[src/pkg/pmsm_pkg.sv]
/*
 * Shared constants, state encoding and carrier structs of the operating-mode controller.
 * Assumes a single 50 MHz clock; all other inputs are already synchronous to it.
 */
package pmsm_pkg;

    // ==========================================================================
    // Timing.
    localparam int unsigned CLK_HZ                  = 50_000_000;
    localparam int unsigned FAILSAFE_FILTER_TIME_MS = 100;
    localparam int unsigned OVERTEMP_RECOVERY_TIME_MS = 1000;
    localparam int unsigned FAILSAFE_FILTER_CYC     = (CLK_HZ / 1000) * FAILSAFE_FILTER_TIME_MS;
    localparam int unsigned OVERTEMP_RECOVERY_CYC   = (CLK_HZ / 1000) * OVERTEMP_RECOVERY_TIME_MS;
    localparam int unsigned SOFTRST_PULSE_CYC       = 16;
    localparam int unsigned TMR_W                   = 26;

    // ==========================================================================
    // Mode command codes.
    localparam logic [1:0] MODE_CMD_NORMAL = 2'h0;
    localparam logic [1:0] MODE_CMD_SLEEP  = 2'h1;
    localparam logic [1:0] MODE_CMD_STOP   = 2'h2;
    localparam logic [1:0] MODE_CMD_SOFTRST = 2'h3;

    // ==========================================================================
    // Operating states.
    typedef enum logic [2:0] {
        PMSM_INIT     = 3'h0,
        PMSM_NORMAL   = 3'h1,
        PMSM_STOP     = 3'h2,
        PMSM_SLEEP    = 3'h3,
        PMSM_RESTART  = 3'h4,
        PMSM_FAILSAFE = 3'h5
    } pmsm_state_t;

    // ==========================================================================
    // Carriers.
    typedef struct packed {
        logic high_side_switches;
        logic cyclic_sense;
        logic cyclic_wake;
        logic bridge_drive_and_pump;
        logic current_sense_amp;
        logic can_on;
        logic can_wake_capable;
        logic watchdog_unit;
    } pmsm_cfg_t;

    typedef struct packed {
        logic main_regulator;
        logic watchdog_unit;
        logic high_side_switches;
        logic bridge_drive_and_pump;
        logic current_sense_amp;
        logic cyclic_sense;
        logic cyclic_wake;
        logic can_on;
        logic can_wake_capable;
        logic low_side_brake;
        logic parking_brake;
    } pmsm_en_t;

    localparam pmsm_en_t EN_ALL_OFF = '0;

endpackage

[src/rtl/pmsm_ctrl.sv]
/*
 * Operating-mode controller: one encoded state and the per-function enables derived from it.
 * Assumes the SPI decoder, wake detectors, watchdog and supply monitors sit outside and
 * deliver one-cycle event pulses synchronous to clock_i.
 */
module pmsm_ctrl
    import pmsm_pkg::*;
#(
    parameter logic [TMR_W-1:0] FS_FILTER_CYC = TMR_W'(FAILSAFE_FILTER_CYC),
    parameter logic [TMR_W-1:0] OT_RECOV_CYC  = TMR_W'(OVERTEMP_RECOVERY_CYC)
) (
    // Clock and reset.
    input  wire logic      clock_i,
    input  wire logic      sys_rst_i,
    // Straps and host commands.
    input  wire logic      devmode_strap_i,
    input  wire logic      spi_frame_i,
    input  wire logic      spi_content_bad_i,
    input  wire logic      mode_wr_i,
    input  wire logic [1:0] mode_code_i,
    input  wire pmsm_cfg_t normal_cfg_i,
    input  wire logic      softreset_pin_suppress_i,
    input  wire logic      devmode_watchdog_off_i,
    input  wire logic      devmode_watchdog_irq_mask_i,
    input  wire logic      status_clr_i,
    // Events.
    input  wire logic      wake_event_i,
    input  wire logic      can_bus_wake_i,
    input  wire logic      brake_request_i,
    input  wire logic      restart_fault_i,
    input  wire logic      failsafe_fault_i,
    input  wire logic      reg_short_gnd_i,
    input  wire logic      regulator_overtemp_shutdown_i,
    input  wire logic      regulator_ok_i,
    input  wire logic      wd_fault_i,
    // Outputs.
    output pmsm_state_t    state_o,
    output pmsm_en_t       enables_o,
    output logic           reset_out_n_o,
    output logic           interrupt_out_n_o,
    output logic           interrupt_oe_o,
    output logic           devmode_o,
    output logic           default_wake_en_o,
    output logic           wake_flags_clr_o,
    output logic           watchdog_trigger_fault_o,
    output logic           command_fault_o,
    output logic           device_failure_o
);

    // ==========================================================================
    // State and held flags.
    pmsm_state_t state_r;
    pmsm_state_t state_nxt;
    logic        devmode_r;
    logic        init_seen_r;
    logic        wake_stored_r;
    logic        ot_seen_r;
    logic        can_woken_r;
    logic        first_normal_r;
    logic [4:0]  rst_pulse_r;
    logic        wd_irq;
    logic        wd_mode_fault;
    logic        fs_done;
    logic        ot_done;
    logic        fs_entry;
    logic        soft_reset;
    logic        leave_fs;
    pmsm_en_t    en_nxt;

    function automatic logic is_cmd(input logic wr, input logic [1:0] code, input logic [1:0] c);
        is_cmd = wr && (code == c);
    endfunction

    // ==========================================================================
    // Helpers.
    pmsm_devwd u_devwd (
        .clock_i                     (clock_i),
        .sys_rst_i                   (sys_rst_i),
        .devmode_i                   (devmode_r),
        .wd_fault_i                  (wd_fault_i),
        .devmode_watchdog_off_i      (devmode_watchdog_off_i),
        .devmode_watchdog_irq_mask_i (devmode_watchdog_irq_mask_i),
        .fault_clr_i                 (status_clr_i),
        .watchdog_trigger_fault_o    (watchdog_trigger_fault_o),
        .irq_pulse_o                 (wd_irq),
        .mode_fault_o                (wd_mode_fault)
    );

    assign fs_entry = (state_nxt == PMSM_FAILSAFE) && (state_r != PMSM_FAILSAFE);

    pmsm_timer u_fs_timer (
        .clock_i   (clock_i),
        .sys_rst_i (sys_rst_i),
        .start_i   (fs_entry),
        .run_i     (state_r == PMSM_FAILSAFE),
        .load_i    (FS_FILTER_CYC),
        .done_o    (fs_done)
    );

    pmsm_timer u_ot_timer (
        .clock_i   (clock_i),
        .sys_rst_i (sys_rst_i),
        .start_i   (fs_entry | regulator_overtemp_shutdown_i),
        .run_i     (state_r == PMSM_FAILSAFE && ot_seen_r),
        .load_i    (OT_RECOV_CYC),
        .done_o    (ot_done)
    );

    // ==========================================================================
    // Next state.
    assign soft_reset = is_cmd(mode_wr_i, mode_code_i, MODE_CMD_SOFTRST)
                        && (state_r == PMSM_NORMAL || state_r == PMSM_STOP);

    assign leave_fs = (state_r == PMSM_FAILSAFE) && (state_nxt != PMSM_FAILSAFE);

    always_comb begin
        state_nxt = state_r;
        case (state_r)
            PMSM_INIT: begin
                if (failsafe_fault_i || reg_short_gnd_i) begin
                    state_nxt = PMSM_FAILSAFE;
                end else if (spi_frame_i) begin
                    state_nxt = PMSM_NORMAL;
                end
            end
            PMSM_NORMAL, PMSM_STOP: begin
                if (failsafe_fault_i) begin
                    state_nxt = PMSM_FAILSAFE;
                end else if (restart_fault_i || wd_mode_fault) begin
                    state_nxt = PMSM_RESTART;
                end else if (soft_reset) begin
                    state_nxt = PMSM_INIT;
                end else if (is_cmd(mode_wr_i, mode_code_i, MODE_CMD_STOP)
                             && state_r == PMSM_NORMAL) begin
                    state_nxt = PMSM_STOP;
                end else if (is_cmd(mode_wr_i, mode_code_i, MODE_CMD_SLEEP)) begin
                    state_nxt = (state_r == PMSM_NORMAL) ? PMSM_SLEEP : PMSM_RESTART;
                end else if (is_cmd(mode_wr_i, mode_code_i, MODE_CMD_NORMAL)) begin
                    state_nxt = PMSM_NORMAL;
                end
            end
            PMSM_SLEEP: begin
                if (failsafe_fault_i) begin
                    state_nxt = PMSM_FAILSAFE;
                end else if (wake_event_i || can_bus_wake_i) begin
                    state_nxt = PMSM_RESTART;
                end
            end
            PMSM_RESTART: begin
                if (failsafe_fault_i) begin
                    state_nxt = PMSM_FAILSAFE;
                end else if (regulator_ok_i) begin
                    state_nxt = PMSM_NORMAL;
                end
            end
            PMSM_FAILSAFE: begin
                if (fs_done && wake_stored_r) begin
                    state_nxt = PMSM_RESTART;
                end else if (ot_done && ot_seen_r && !regulator_overtemp_shutdown_i) begin
                    state_nxt = PMSM_RESTART;
                end
            end
            default: state_nxt = PMSM_INIT;
        endcase
    end

    // ==========================================================================
    // Enable decode from the next-state value, registered alongside the state.
    always_comb begin
        en_nxt = EN_ALL_OFF;
        case (state_nxt)
            PMSM_INIT: begin
                en_nxt.main_regulator = 1'b1;
                en_nxt.watchdog_unit  = 1'b1;
                en_nxt.can_on         = devmode_r;
            end
            PMSM_NORMAL: begin
                en_nxt.main_regulator        = 1'b1;
                en_nxt.watchdog_unit         = normal_cfg_i.watchdog_unit
                                               && !(devmode_r && devmode_watchdog_off_i);
                en_nxt.high_side_switches    = normal_cfg_i.high_side_switches;
                en_nxt.bridge_drive_and_pump = normal_cfg_i.bridge_drive_and_pump;
                en_nxt.current_sense_amp     = normal_cfg_i.current_sense_amp;
                en_nxt.cyclic_sense          = normal_cfg_i.cyclic_sense;
                en_nxt.cyclic_wake           = normal_cfg_i.cyclic_wake;
                en_nxt.can_on                = normal_cfg_i.can_on
                                               || (devmode_r && first_normal_r);
                en_nxt.can_wake_capable      = normal_cfg_i.can_wake_capable;
                en_nxt.parking_brake         = 1'b1;
            end
            PMSM_STOP: begin
                en_nxt.main_regulator     = 1'b1;
                en_nxt.watchdog_unit      = normal_cfg_i.watchdog_unit
                                            && !(devmode_r && devmode_watchdog_off_i);
                en_nxt.high_side_switches = normal_cfg_i.high_side_switches;
                en_nxt.cyclic_sense       = normal_cfg_i.cyclic_sense;
                en_nxt.cyclic_wake        = normal_cfg_i.cyclic_wake;
                en_nxt.can_on             = normal_cfg_i.can_on;
                en_nxt.can_wake_capable   = normal_cfg_i.can_wake_capable;
                en_nxt.low_side_brake     = brake_request_i;
                en_nxt.parking_brake      = 1'b1;
            end
            PMSM_SLEEP: begin
                en_nxt.high_side_switches = normal_cfg_i.high_side_switches;
                en_nxt.cyclic_sense       = normal_cfg_i.cyclic_sense;
                en_nxt.cyclic_wake        = normal_cfg_i.cyclic_wake;
                en_nxt.can_wake_capable   = normal_cfg_i.can_wake_capable;
                en_nxt.low_side_brake     = brake_request_i;
                en_nxt.parking_brake      = 1'b1;
            end
            PMSM_RESTART: begin
                en_nxt.main_regulator   = 1'b1;
                en_nxt.can_on           = can_woken_r;
                en_nxt.can_wake_capable = normal_cfg_i.can_wake_capable;
            end
            PMSM_FAILSAFE: begin
                en_nxt.can_wake_capable = 1'b1;
            end
            default: en_nxt = EN_ALL_OFF;
        endcase
    end

    // ==========================================================================
    // Registers.
    always_ff @(posedge clock_i or posedge sys_rst_i) begin
        if (sys_rst_i) begin
            state_r         <= PMSM_INIT;
            enables_o       <= EN_ALL_OFF;
            devmode_r       <= 1'b0;
            init_seen_r     <= 1'b0;
            first_normal_r  <= 1'b1;
        end else begin
            state_r   <= state_nxt;
            enables_o <= en_nxt;
            init_seen_r <= 1'b1;
            if (state_r == PMSM_INIT && reg_short_gnd_i) begin
                devmode_r <= 1'b0;
            end else if (!init_seen_r) begin
                devmode_r <= devmode_strap_i;
            end
            if (state_r == PMSM_NORMAL && state_nxt != PMSM_NORMAL) begin
                first_normal_r <= 1'b0;
            end else if (state_nxt == PMSM_INIT && state_r != PMSM_INIT) begin
                first_normal_r <= 1'b1;
            end
        end
    end

    // The wake store drops on entry so events before fail-safe cannot shorten the filter.
    always_ff @(posedge clock_i or posedge sys_rst_i) begin
        if (sys_rst_i) begin
            wake_stored_r     <= 1'b0;
            ot_seen_r         <= 1'b0;
            can_woken_r       <= 1'b0;
            default_wake_en_o <= 1'b0;
            wake_flags_clr_o  <= 1'b0;
        end else begin
            wake_stored_r     <= !fs_entry && (wake_stored_r || wake_event_i
                                 || can_bus_wake_i) && state_nxt == PMSM_FAILSAFE;
            ot_seen_r         <= (regulator_overtemp_shutdown_i || ot_seen_r)
                                 && state_nxt == PMSM_FAILSAFE;
            can_woken_r       <= (can_woken_r || can_bus_wake_i) && state_nxt != PMSM_NORMAL;
            default_wake_en_o <= (state_nxt == PMSM_FAILSAFE) || (default_wake_en_o
                                 && state_nxt != PMSM_NORMAL);
            wake_flags_clr_o  <= fs_entry;
        end
    end

    // ==========================================================================
    // Pins and status.
    always_ff @(posedge clock_i or posedge sys_rst_i) begin
        if (sys_rst_i) begin
            rst_pulse_r       <= '0;
            reset_out_n_o     <= 1'b0;
            interrupt_out_n_o <= 1'b1;
            interrupt_oe_o    <= 1'b0;
            command_fault_o   <= 1'b0;
            device_failure_o  <= 1'b0;
        end else begin
            if (soft_reset && !softreset_pin_suppress_i) begin
                rst_pulse_r <= 5'(SOFTRST_PULSE_CYC);
            end else if (rst_pulse_r != '0) begin
                rst_pulse_r <= rst_pulse_r - 5'h01;
            end
            reset_out_n_o <= !(state_nxt == PMSM_RESTART || state_nxt == PMSM_SLEEP
                               || state_nxt == PMSM_FAILSAFE
                               || (soft_reset && !softreset_pin_suppress_i)
                               || rst_pulse_r > 5'h01);
            interrupt_oe_o    <= interrupt_oe_o || (state_r == PMSM_INIT
                                                    && state_nxt == PMSM_NORMAL);
            interrupt_out_n_o <= !(wd_irq && interrupt_oe_o);
            command_fault_o   <= (state_r == PMSM_INIT && spi_frame_i && spi_content_bad_i)
                                 || (command_fault_o && !status_clr_i);
            device_failure_o  <= leave_fs || (device_failure_o && !status_clr_i);
        end
    end

    assign state_o   = state_r;
    assign devmode_o = devmode_r;

endmodule

[src/rtl/pmsm_timer.sv]
/*
 * Down-counter that is reloaded on a start pulse and flags when it has run out.
 * Assumes start is a one-cycle pulse from the mode controller.
 */
module pmsm_timer
    import pmsm_pkg::*;
(
    // Clock and reset.
    input  wire logic             clock_i,
    input  wire logic             sys_rst_i,
    // Control.
    input  wire logic             start_i,
    input  wire logic             run_i,
    input  wire logic [TMR_W-1:0] load_i,
    // Status.
    output logic                  done_o
);

    // ==========================================================================
    // Counter.
    logic [TMR_W-1:0] cnt_r;
    logic [TMR_W-1:0] cnt_nxt;
    logic             done_nxt;

    assign cnt_nxt  = start_i ? load_i : ((run_i && cnt_r != '0) ? cnt_r - 1'b1 : cnt_r);
    assign done_nxt = !start_i && run_i && (cnt_r <= TMR_W'(1));

    always_ff @(posedge clock_i or posedge sys_rst_i) begin
        if (sys_rst_i) begin
            cnt_r  <= '0;
            done_o <= 1'b0;
        end else begin
            cnt_r  <= cnt_nxt;
            done_o <= done_nxt;
        end
    end

endmodule

[src/rtl/pmsm_devwd.sv]
/*
 * Watchdog fault reporting of the standard and the software development variant.
 * Assumes wd_fault_i is a one-cycle pulse per wrong watchdog trigger.
 */
module pmsm_devwd
    import pmsm_pkg::*;
(
    // Clock and reset.
    input  wire logic clock_i,
    input  wire logic sys_rst_i,
    // Inputs.
    input  wire logic devmode_i,
    input  wire logic wd_fault_i,
    input  wire logic devmode_watchdog_off_i,
    input  wire logic devmode_watchdog_irq_mask_i,
    input  wire logic fault_clr_i,
    // Outputs.
    output logic      watchdog_trigger_fault_o,
    output logic      irq_pulse_o,
    output logic      mode_fault_o
);

    // ==========================================================================
    // Reporting.
    logic live;
    logic flag_nxt;

    assign live     = wd_fault_i && !(devmode_i && devmode_watchdog_off_i);
    assign flag_nxt = live | (watchdog_trigger_fault_o & ~fault_clr_i);

    always_ff @(posedge clock_i or posedge sys_rst_i) begin
        if (sys_rst_i) begin
            watchdog_trigger_fault_o <= 1'b0;
            irq_pulse_o              <= 1'b0;
            mode_fault_o             <= 1'b0;
        end else begin
            watchdog_trigger_fault_o <= flag_nxt;
            irq_pulse_o  <= live && devmode_i && !devmode_watchdog_irq_mask_i;
            mode_fault_o <= wd_fault_i && !devmode_i;
        end
    end

endmodule

[config.mk]
export PLATFORM = sky130hd
export DESIGN_NAME = pmsm_ctrl
export DESIGN_NICKNAME = d
export VERILOG_FILES = /design/src/pkg/pmsm_pkg.sv /design/src/rtl/pmsm_ctrl.sv /design/src/rtl/pmsm_timer.sv /design/src/rtl/pmsm_devwd.sv
export SDC_FILE = /design/constraint.sdc
export NUM_CORES = 1
export LEC_CHECK = 0
export ABC_AREA = 1
export BUFFER_PORTS_ARGS = -buffer_cell sky130_fd_sc_hd__buf_2
export CORE_MARGIN = 2
export CORE_UTILIZATION = 30
export DETAILED_ROUTE_END_ITERATION = 8
export GPL_TIMING_DRIVEN = 0
export PLACE_DENSITY = 0.57
export SKIP_LAST_GASP = 1
export SLEW_MARGIN = 20
export SYNTH_ARGS = -nofsm -noshare
export SYNTH_HDL_FRONTEND = slang
export SYNTH_HIERARCHICAL = 1
export SYNTH_SLANG_ARGS = --single-unit
[constraint.sdc]
create_clock -name clock_i -period 4.8 [get_ports clock_i]
set_input_delay 0.96 -clock clock_i [delete_from_list [all_inputs] [get_ports clock_i]]
set_output_delay 0.96 -clock clock_i [all_outputs]
set_load 0.02 [all_outputs]
# ---- After elaboration in Yosys (flattened, before gate mapping)
# Index checks and enable logic that the tools add are counted.
dict set report classes {
  muxes 35
  n_addsub 3
  n_div 0
  bitwise_logic 4
  shifts 0
  magnitude_cmp 3
  n_reduce_logical 84
  n_eq_ne 17
  n_mul 0
}
# op n
set op_table {}
lappend op_table {{26-bit 2-to-1 mux} 4}
lappend op_table {{26-bit by 1-bit <= comparator with 1-bit output (second input constant)} 2}
lappend op_table {{26-bit nonzero test} 2}
lappend op_table {{26-bit by 1-bit subtractor with 26-bit output (second input constant)} 2}
lappend op_table {{3-bit 2-to-1 mux} 15}
lappend op_table {{1-bit logical AND} 40}
lappend op_table {{1-bit logical OR} 17}
lappend op_table {{3-bit one-hot mux with 5 select lines} 1}
lappend op_table {{3-bit by 2-bit equality test with 1-bit output (second input constant)} 4}
lappend op_table {{3-bit equality test (second input constant)} 4}
lappend op_table {{1-bit logical NOT} 10}
lappend op_table {{5-bit 2-to-1 mux} 2}
lappend op_table {{1-bit 2-to-1 mux} 8}
lappend op_table {{2-bit nonzero test} 4}
lappend op_table {{4-bit OR reduction} 2}
lappend op_table {{3-bit by 1-bit equality test with 1-bit output (second input constant)} 2}
lappend op_table {{3-bit logical NOT} 2}
lappend op_table {{3-bit != test (second input constant)} 2}
lappend op_table {{2-bit OR reduction} 3}
lappend op_table {{5-bit by 1-bit > comparator with 1-bit output (second input constant)} 1}
lappend op_table {{5-bit nonzero test} 1}
lappend op_table {{5-bit by 1-bit subtractor with 5-bit output (second input constant)} 1}
lappend op_table {{2-bit equality test (second input constant)} 2}
lappend op_table {{2-bit 2-to-1 mux} 2}
lappend op_table {{other kinds (11)} 13}
dict set report word_totals {
  elab_cells 179
  output_inout_bits 23
  mem_count 0
  latchBits 0
  register_bits 89
  ram_bits 0
  in_bits 29
  rom_bits 0
}

# ---- Logic depth before layout (Yosys ltp)
# Gate-level depths: netlist of run 1.
dict set report logic_depth {
  ltp_word 15
  depth_mapped 18
  mapped_depth_nobuf 15
}

# ---- By module
# Netlist of run 1, hierarchy kept.
# mod area_each_um2 cells_each instances seq_area_each_um2
set by_module_without_submodules {}
lappend by_module_without_submodules {{pmsm_timer (u_ot_timer)} 2122.0 337 1 675.6}
lappend by_module_without_submodules {{pmsm_timer (u_fs_timer)} 2064.5 311 1 675.6}
lappend by_module_without_submodules {pmsm_ctrl 1656.6 208 1 803.3}
lappend by_module_without_submodules {pmsm_devwd 123.9 16 1 75.1}

# ---- Worst setup path after synthesis of run 1
# OpenSTA, ideal clock, no wires.
dict set report synth_timing {
  kind {in2reg}
  start {input mode_wr_i}
  end {register u_fs_timer.cnt_r[14]}
  arrival_ns 2.709
  setup_time_ns 0.116
  required_ns 4.684
  slack_ns 1.975
  cell_stages 14
  path_buffers 2
  path_cell_list {nand2_1 nor2_1 o21ai_0 nand4_2 nand3_2 nand2_4 nor2_1 buf_2 clkinv_1 clkbuf_1 nand3_1 nand2_1 nand2_1 nand2_1}
}
dict set report synth_between {
  elab_chain_len 11
  elab_cells_between_ends 17
  classes_between {eq/ne (1); mux (8); reduce/logical (8)}
}
# item line
set synth_lines {}
lappend synth_lines {{start: declaration} pmsm_ctrl.sv:19} ;# input wire logic mode_wr_i,
lappend synth_lines {{1-bit logical AND} pmsm_ctrl.sv:71} ;# is_cmd = wr && (code == c);
lappend synth_lines {{3-bit 2-to-1 mux} pmsm_ctrl.sv:138} ;# end else if (is_cmd(mode_wr_i, mode_code_i, MODE_CMD_NORMAL)) begin
lappend synth_lines {{3-bit 2-to-1 mux} pmsm_ctrl.sv:136} ;# end else if (is_cmd(mode_wr_i, mode_code_i, MODE_CMD_SLEEP)) begin
lappend synth_lines {{3-bit 2-to-1 mux} pmsm_ctrl.sv:133} ;# end else if (is_cmd(mode_wr_i, mode_code_i, MODE_CMD_STOP)
lappend synth_lines {{3-bit 2-to-1 mux *} pmsm_ctrl.sv:131} ;# end else if (soft_reset) begin
lappend synth_lines {{3-bit 2-to-1 mux *} pmsm_ctrl.sv:129} ;# end else if (restart_fault_i || wd_mode_fault) begin
lappend synth_lines {{3-bit 2-to-1 mux *} pmsm_ctrl.sv:127} ;# if (failsafe_fault_i) begin
lappend synth_lines {{3-bit one-hot mux with 5 select lines *} pmsm_ctrl.sv:118} ;# case (state_r)
lappend synth_lines {{3-bit equality test *} pmsm_ctrl.sv:89} ;# assign fs_entry = (state_nxt == PMSM_FAILSAFE) && (state_r != PMSM_FAILSAFE);
lappend synth_lines {{1-bit logical AND *} pmsm_ctrl.sv:89}
lappend synth_lines {{via fs_entry} pmsm_ctrl.sv:65} ;# logic fs_entry;
lappend synth_lines {{26-bit 2-to-1 mux or 2-bit nonzero test (tied branches)} --}
lappend synth_lines {{end signal: assignment} pmsm_timer.sv:33} ;# cnt_r <= cnt_nxt;
lappend synth_lines {{end: declaration} pmsm_timer.sv:21} ;# logic [TMR_W-1:0] cnt_r;
# Mark *: on every way through the listed nets, which the timed path passes. The rest lies on a longest branch.
# A chain may end at the register's enable or synchronous reset.

# ---- Worst setup path in the final report of run 1
dict set report layout_timing {
  start {input restart_fault_i}
  end {register u_fs_timer.cnt_r[14]}
}
dict set report layout_between {
  elab_chain_len 7
  elab_cells_between_ends 8
  classes_between {eq/ne (1); mux (4); reduce/logical (3)}
}
# item line
set layout_lines {}
lappend layout_lines {{start: declaration} pmsm_ctrl.sv:30} ;# input wire logic restart_fault_i,
lappend layout_lines {{1-bit logical OR *} pmsm_ctrl.sv:129}
lappend layout_lines {{3-bit 2-to-1 mux *} pmsm_ctrl.sv:129}
lappend layout_lines {{3-bit 2-to-1 mux *} pmsm_ctrl.sv:127}
lappend layout_lines {{3-bit one-hot mux with 5 select lines *} pmsm_ctrl.sv:118}
lappend layout_lines {{3-bit equality test *} pmsm_ctrl.sv:89}
lappend layout_lines {{1-bit logical AND *} pmsm_ctrl.sv:89}
lappend layout_lines {{via fs_entry} pmsm_ctrl.sv:65}
lappend layout_lines {{26-bit 2-to-1 mux or 2-bit nonzero test (tied branches)} --}
# Marks and branches as above.

==> impl_metrics.py, run 1 <==
metrics = {
    "status": {
        "status": "finished, final reports clean",
    },
    "power_and_ir_drop": {
        "swShare": 0.502,
        "power_frac_comb": 0.554,
        "p_switching_w": 0.00245,
        "p_int_w": 0.00243,
        "leakage_nw": 3.61,
        "p_seq_frac": 0.295,
        "cellPowerDensity_nw_per_um2": 692,
        "ir_worst_vdd_uv": 261,
        "p_clk_frac": 0.152,
    },
    "global_routing": {
        "antenna_found_initial": 0,
        "grt_pass1_wl_um": 26400,
        "track_usage": 0.153,
        "grt_overflow": 0,
        "first_global_vias": 5320,
        "grt_max_degree": 33,
    },
    "critical_path": {
        "required_ns": 5.04,
        "cp_slowest_cell": "clkbuf_1",
        "crit_top_cell": "nand2_1",
        "crit_type": "in -> reg",
        "r2r_setup_slack_ns": 1.80,
        "cpLargestDelayFamily": "simple AND/OR/NAND/NOR gates",
        "crit_path_max_fanout": 10,
        "end_kind": "flip-flop",
        "critPathMaxStageDelay_ns": 0.32,
        "arrival_ns": 3.35,
        "cp_num_buf_inv": 5,
        "startpoint_type": "primary input",
        "path_cells": "buf_2 -> inv_1 -> nand2_1 -> o21ai_0 -> nand4_2 -> nand3_2 -> nand2_4 -> nor2_1 -> buf_2 -> clkinv_1 -> clkbuf_1 -> nand3_1 -> nand2_1 -> nand2_1 -> nand2_1",
    },
    "cts": {
        "cts_tree": "yes",
        "numClockSinks": 89,
        "ctsResizeCount": 0,
        "cts-root-buf": "clkbuf_16",
        "clk_path_buf_depth": 2,
        "post_cts_buffers": 0,
        "insertion_delay_ns": 0.35,
        "clkTransAtPathRegs_ns": 0.07,
        "cts_hold_buf": 0,
        "cts_buffers": 9,
        "ctsHtreeMaxLevel": 3,
    },
    "cells_and_area": {
        "num-fill-cells": 2115,
        "final_cell_mix": "nand2_1 (283), nor2_1 (112), nand3_1 (98)",
        "drive_above_1_share": 0.151,
        "antenna_cells": 0,
        "finalNetCount": 1021,
        "final_common_cell": "nand2_1",
        "area.growth.synth_to_final_pct": 18.2,
    },
    "synth": {
        "synth_top_family_by_area": "simple AND/OR/NAND/NOR gates",
        "synth_compound_area_frac": 0.0642,
        "avgSynthCellArea_um2": 6.84,
        "synthXorXnorAreaFrac": 0.0235,
        "synth_flop_cell": "dfrtp_1",
        "synthMuxAreaShare": 0,
        "synthCells": 872,
        "yosysTopAreaCell": "dfrtp_1",
        "yosys-top-cells-area": "dfrtp_1 (36%), nand2_1 (18%), nand3_1 (8.2%)",
        "seq_area_frac_synth": 0.374,
        "synth_fa_ha_area_frac": 0.0147,
        "netlist.area_leader.share": 0.365,
        "synth_warnings": 6,
        "syn_area_um2": 5970,
        "synthSimpleGateAreaFrac": 0.438,
        "synth_edf_count": 0,
        "synth.distinct_cells": 46,
        "synthArstFlopShare": 1.00,
        "ys_ff_latch": 89,
    },
    "floorplanning": {
        "num_rows": 51,
        "die_area_um2": 21000,
        "die_h_um": 145,
        "start_util": 0.307,
        "die_w_um": 145,
        "core_um2": 19500,
        "pin_count": 52,
    },
    "sta": {
        "whs_ns": 0.356,
        "setup_viol": 0,
        "post-route-min-period_ns": 3.11,
        "slew_violations": 0,
        "max_freq_mhz": 322,
        "hold_viol_final": 0,
        "min_period_over_period": 0.647,
        "slew_headroom": 0.547,
        "finClkSkew_ns": 0.0141,
        "grt_setup_unrepaired": "false",
        "setup_tns_ns": 0,
        "tightest_slew_ns": 0.678,
    },
    "drt": {
        "route.met2.wl_um": 7310,
        "drtAntennaViolNets": 0,
        "dr.pass1.iters": 5,
        "drc": 0,
        "drt_iter0_drc": 393,
        "routed_via_density": 4.50,
        "wire_per_inst_um": 12.5,
        "routed_wl_um": 15700,
        "top_layer_used": "met4",
        "wl_met1_um": 7590,
        "dr_total_vias": 5649,
        "wl_met3_um": 581,
    },
    "flow_run": {
        "maxCapViolCount": 0,
    },
    "placement": {
        "place_congestion": 0.855,
        "port_buffers": 51,
        "hpwl_um": 11800,
    },
    "worst_hold_path": {
        "hold_class": "reg -> reg",
    },
}
## metrics by stage
step                      setup slack (ns)   util  cell area (um^2)  instances  total power [W]
after floorplan                       1.97      -              6160        923          0.00346
after global placement                1.37  0.347              6750       1239          0.00412
after detailed placement              1.33  0.347              6750       1239          0.00416
after CTS                             1.70  0.362              7050       1255          0.00492
after global routing                  1.41  0.362              7050       1255          0.00537
final                                 1.69  0.362              7050       1255          0.00488
## cell families (layout without fill, tap and decap cells)
| kind of cell | after synthesis | in the layout |
|---|---|---|
| compound gates | 64 | 64 |
| flops | 89 | 89 |
| fa+ha+maj | 7 | 7 |
| simple gates | 575 | 575 |
| buf+inv | 119 | 186 |
| xor+xnor | 16 | 16 |
| other cells | 2 | 53 |
## worst register-to-register path, cell delays in order (launching register included)
cell	delay, ns
dfrtp_1	0.51
inv_1	0.17
nand2_2	0.14
nor2_2	0.08
nand2_1	0.10
nand3_1	0.12
nor2_4	0.18
nand3_2	0.13
nand2_4	0.15
o21ai_1	0.07
buf_2	0.19
inv_1	0.19
nand2_1	0.10
nor2_1	0.50
nand3_1	0.19
nand3_1	0.11
## layout make-up
type                            count  area (um^2)  area share
Buffer                             17          113      0.0160
Clock buffer                       11          243      0.0344
Clock inverter                      5         62.6     0.00887
Inverter                          102          393      0.0557
Multi-Input combinational cell    715         3420       0.486
Sequential cell                    89         2230       0.316
Tap cell                          265          332      0.0470
Timing Repair Buffer               51          255      0.0362
## routing by layer
| layer | vias to the layer above | GRT usage |
|---|---|---|
| met1 | 2592 | 0.204 |
| li1 | 2930 | - |
| met4 | 0 | 0.0386 |
| met3 | 12 | 0.0343 |
| met5 | - | 0 |
| met2 | 115 | 0.253 |
## sequential cells by signal, indices dropped and copies added, names as in the netlist, 3 cells and up, named ones only
signal / cells
enables_o: 11
rst_pulse_r: 5
state_o: 3
u_fs_timer/cnt_r: 26
u_ot_timer/cnt_r: 26
## path summary, 6_finish.rpt
path	from	end	cells after the start
max	restart_fault_i	u_fs_timer/cnt_r[14]	15
min	u_devwd/irq_pulse_o	interrupt_out_n_o	1
max reg2reg	state_o[0]	u_ot_timer/cnt_r[17]	15
min reg2reg	u_devwd/irq_pulse_o	interrupt_out_n_o	1
max in group asynchronous	sys_rst_i	state_o[1]	2
min in group asynchronous	sys_rst_i	u_devwd/mode_fault_o	2
## Yosys cell counts, types with 2 or more instances
cell type	instances
nor2_2	12
nand3_4	2
nor3b_1	2
conb_1	2
clkinv_4	2
nand3_2	8
nor2_1	112
xor2_1	7
a21oi_1	10
o21ai_1	10
a21boi_1	2
o211ai_1	2
nand3_1	98
xnor2_1	9
nand4_1	16
dfstp_2	2
buf_2	2
clkbuf_1	7
nand2_4	7
o21ai_2	4
or2_2	7
dfrtp_1	87
o21ai_0	25
o31ai_1	2
o21bai_1	5
nor2_4	5
nor3_1	9
ha_1	7
buf_6	4
nand2_2	10
inv_2	8
nand2_1	283
inv_1	91
## power by group through the flow
stage | sequential [W] | clock, W | combinational (W)
after detailed placement | 0.00144 | 0 | 0.00272
after global placement | 0.00145 | 0 | 0.00267
after floorplan | 0.00144 | 0 | 0.00202
after CTS | 0.00143 | 0.000767 | 0.00272
after global routing | 0.00149 | 0.000793 | 0.00309
final | 0.00144 | 0.000740 | 0.00270
(Power assumes the default switching activity.)
==> run 2: changes to the inputs <==
clock period = 3.15 ns   (was 4.8 ns; I/O delays follow)
==> run 2 against run 1 <==
Against the previous run:
- hold slack got worse by 0.12 ns
- final cell count unchanged
- sequential power rose by 52%
- global-route usage stayed put
- register-to-register slack worse by 1.5 ns
- largest power group unchanged
- cell area is 0.12% higher
- setup slack worse by 1.4 ns
- sequential share of layout area about the same
- utilization about the same
- total power rose by 53%
- critical endpoint is now u_ot_timer/cnt_r[20]
- count of clock-buffer cells in the layout is the same
==> impl_metrics.py, run 2 (same netlist as run 1, synthesis figures left out) <==
metrics = {
    "status": {
        "status": "finished, final reports clean",
    },
    "critical_path": {
        "required_ns": 3.40,
        "crit_type": "reg -> reg",
        "arrival_ns": 3.14,
        "crit_start": "state_o[1]",
        "crit_path_max_fanout": 10,
        "end_kind": "flip-flop",
        "startpoint_type": "flip-flop",
        "r2r-start": "state_o[1]",
    },
    "sta": {
        "min_period_over_period": 0.920,
        "slew_headroom": 0.550,
        "setup_viol": 0,
        "post-route-min-period_ns": 2.90,
        "hold_viol_final": 0,
        "grt_setup_unrepaired": "true",
        "finClkSkew_ns": 0.0141,
        "tightest_slew_ns": 0.674,
        "slew_violations": 0,
        "max_freq_mhz": 345,
        "whs_ns": 0.236,
    },
    "placement": {
        "hpwl_um": 11800,
        "place_congestion": 0.855,
        "port_buffers": 51,
        "dp_cells": 1239,
    },
    "floorplanning": {
        "die_area_um2": 21000,
        "pin_count": 52,
        "num_rows": 51,
        "core_um2": 19500,
        "start_util": 0.307,
        "die_h_um": 145,
        "die_w_um": 145,
    },
    "cts": {
        "ctsHtreeMaxLevel": 3,
        "cts-root-buf": "clkbuf_16",
        "cts_buffers": 9,
        "insertion_delay_ns": 0.35,
        "clk_path_buf_depth": 2,
        "numClockSinks": 89,
        "clkTransAtPathRegs_ns": 0.07,
        "post_cts_buffers": 0,
        "cts_tree": "yes",
    },
    "power_and_ir_drop": {
        "ir_worst_vdd_uv": 397,
        "cellPowerDensity_nw_per_um2": 1060,
        "leakage_nw": 3.61,
    },
    "cells_and_area": {
        "reg_top3": "u_fs_timer/cnt_r x26, u_ot_timer/cnt_r x26, enables_o x11",
        "drive_above_1_share": 0.155,
        "num-fill-cells": 2116,
        "final_common_cell": "nand2_1",
        "antenna_cells": 0,
        "area.growth.synth_to_final_pct": 18.3,
        "finalNetCount": 1021,
        "final_cell_mix": "nand2_1 (283), nor2_1 (111), nand3_1 (98)",
        "fin_cells": 1255,
    },
    "global_routing": {
        "antenna_found_initial": 0,
        "grt_overflow": 0,
        "first_global_vias": 5320,
        "track_usage": 0.153,
        "grt_max_degree": 33,
        "grt_pass1_wl_um": 26400,
    },
    "drt": {
        "dr_total_vias": 5653,
        "routed_wl_um": 15700,
        "drt_iter0_drc": 382,
        "drc": 0,
        "routed_via_density": 4.50,
        "dr.pass1.iters": 5,
        "wire_per_inst_um": 12.5,
        "drtAntennaViolNets": 0,
    },
    "flow_run": {
        "maxCapViolCount": 0,
    },
    "worst_hold_path": {
        "hold_class": "in -> async",
    },
}
run 2: per-stage QoR:
stage               setup TNS (ns)  utilization  cell area (um^2)  worst slack (ns)  total power, W
floorplan                        0            -              6160             0.655         0.00527
global placement                 0        0.347              6750            0.0518         0.00627
detailed placement               0        0.347              6750            0.0131         0.00634
CTS                              0        0.362              7050            0.0801         0.00750
global route                -0.163        0.363              7060           -0.0361         0.00820
finish                           0        0.363              7060             0.252         0.00745
run 2: layer usage:
layer / up-vias / track usage / wire, um
li1: 2932 / - / -
met1: 2611 / 0.204 / 7670
met2: 98 / 0.253 / 7350
met3: 12 / 0.0343 / 509
met4: 0 / 0.0386 / 210
met5: - / 0 / 0
run 2: path summary, 6_finish.rpt:
path / end / slack, ns / cells past startpoint
worst max register to register: u_ot_timer/cnt_r[20] / 0.25 / 15
worst min-delay path: u_devwd/watchdog_trigger_fault_o / 0.24 / 2
max in group asynchronous: state_o[2] / 2.22 / 2
min in group clock_i: interrupt_out_n_o / 0.36 / 1
worst min register to register: interrupt_out_n_o / 0.36 / 1
worst max-delay path: u_ot_timer/cnt_r[20] / 0.25 / 15
run 2: cell type report:
class | count | area (um^2) | area share
inverters | 102 | 397 | 0.0562
clock inverters | 5 | 62.6 | 0.00886
plain buffers | 17 | 114 | 0.0161
flip-flops and latches | 89 | 2230 | 0.316
clock buffers | 11 | 243 | 0.0344
multi-input cells | 715 | 3430 | 0.485
repair buffers | 51 | 255 | 0.0362
well taps | 265 | 332 | 0.0470
run 2: power by group:
| part | switching, W | internal (W) |
|---|---|---|
| logic | 0.00274 | 0.00140 |
| clock network | 0.000485 | 0.000643 |
| registers | 0.000525 | 0.00167 |
run 2: timing repair:
action	4_1_cts	5_1_grt
resized for setup	0	7
hold buffers	0	0
endpoints found under the setup margin	0	28
run 2: worst max-delay path, cell delays in order (launching register included):
cell     delay [ns]
dfrtp_1        0.45
inv_1          0.12
nand3_1        0.18
inv_2          0.15
nand3_1        0.10
nand2_1        0.09
nor2_4         0.18
nand3_2        0.13
nand2_4        0.15
o21ai_1        0.07
buf_2          0.19
inv_1          0.19
buf_1          0.43
nand3_1        0.20
nand3_2        0.09
nand2_1        0.04
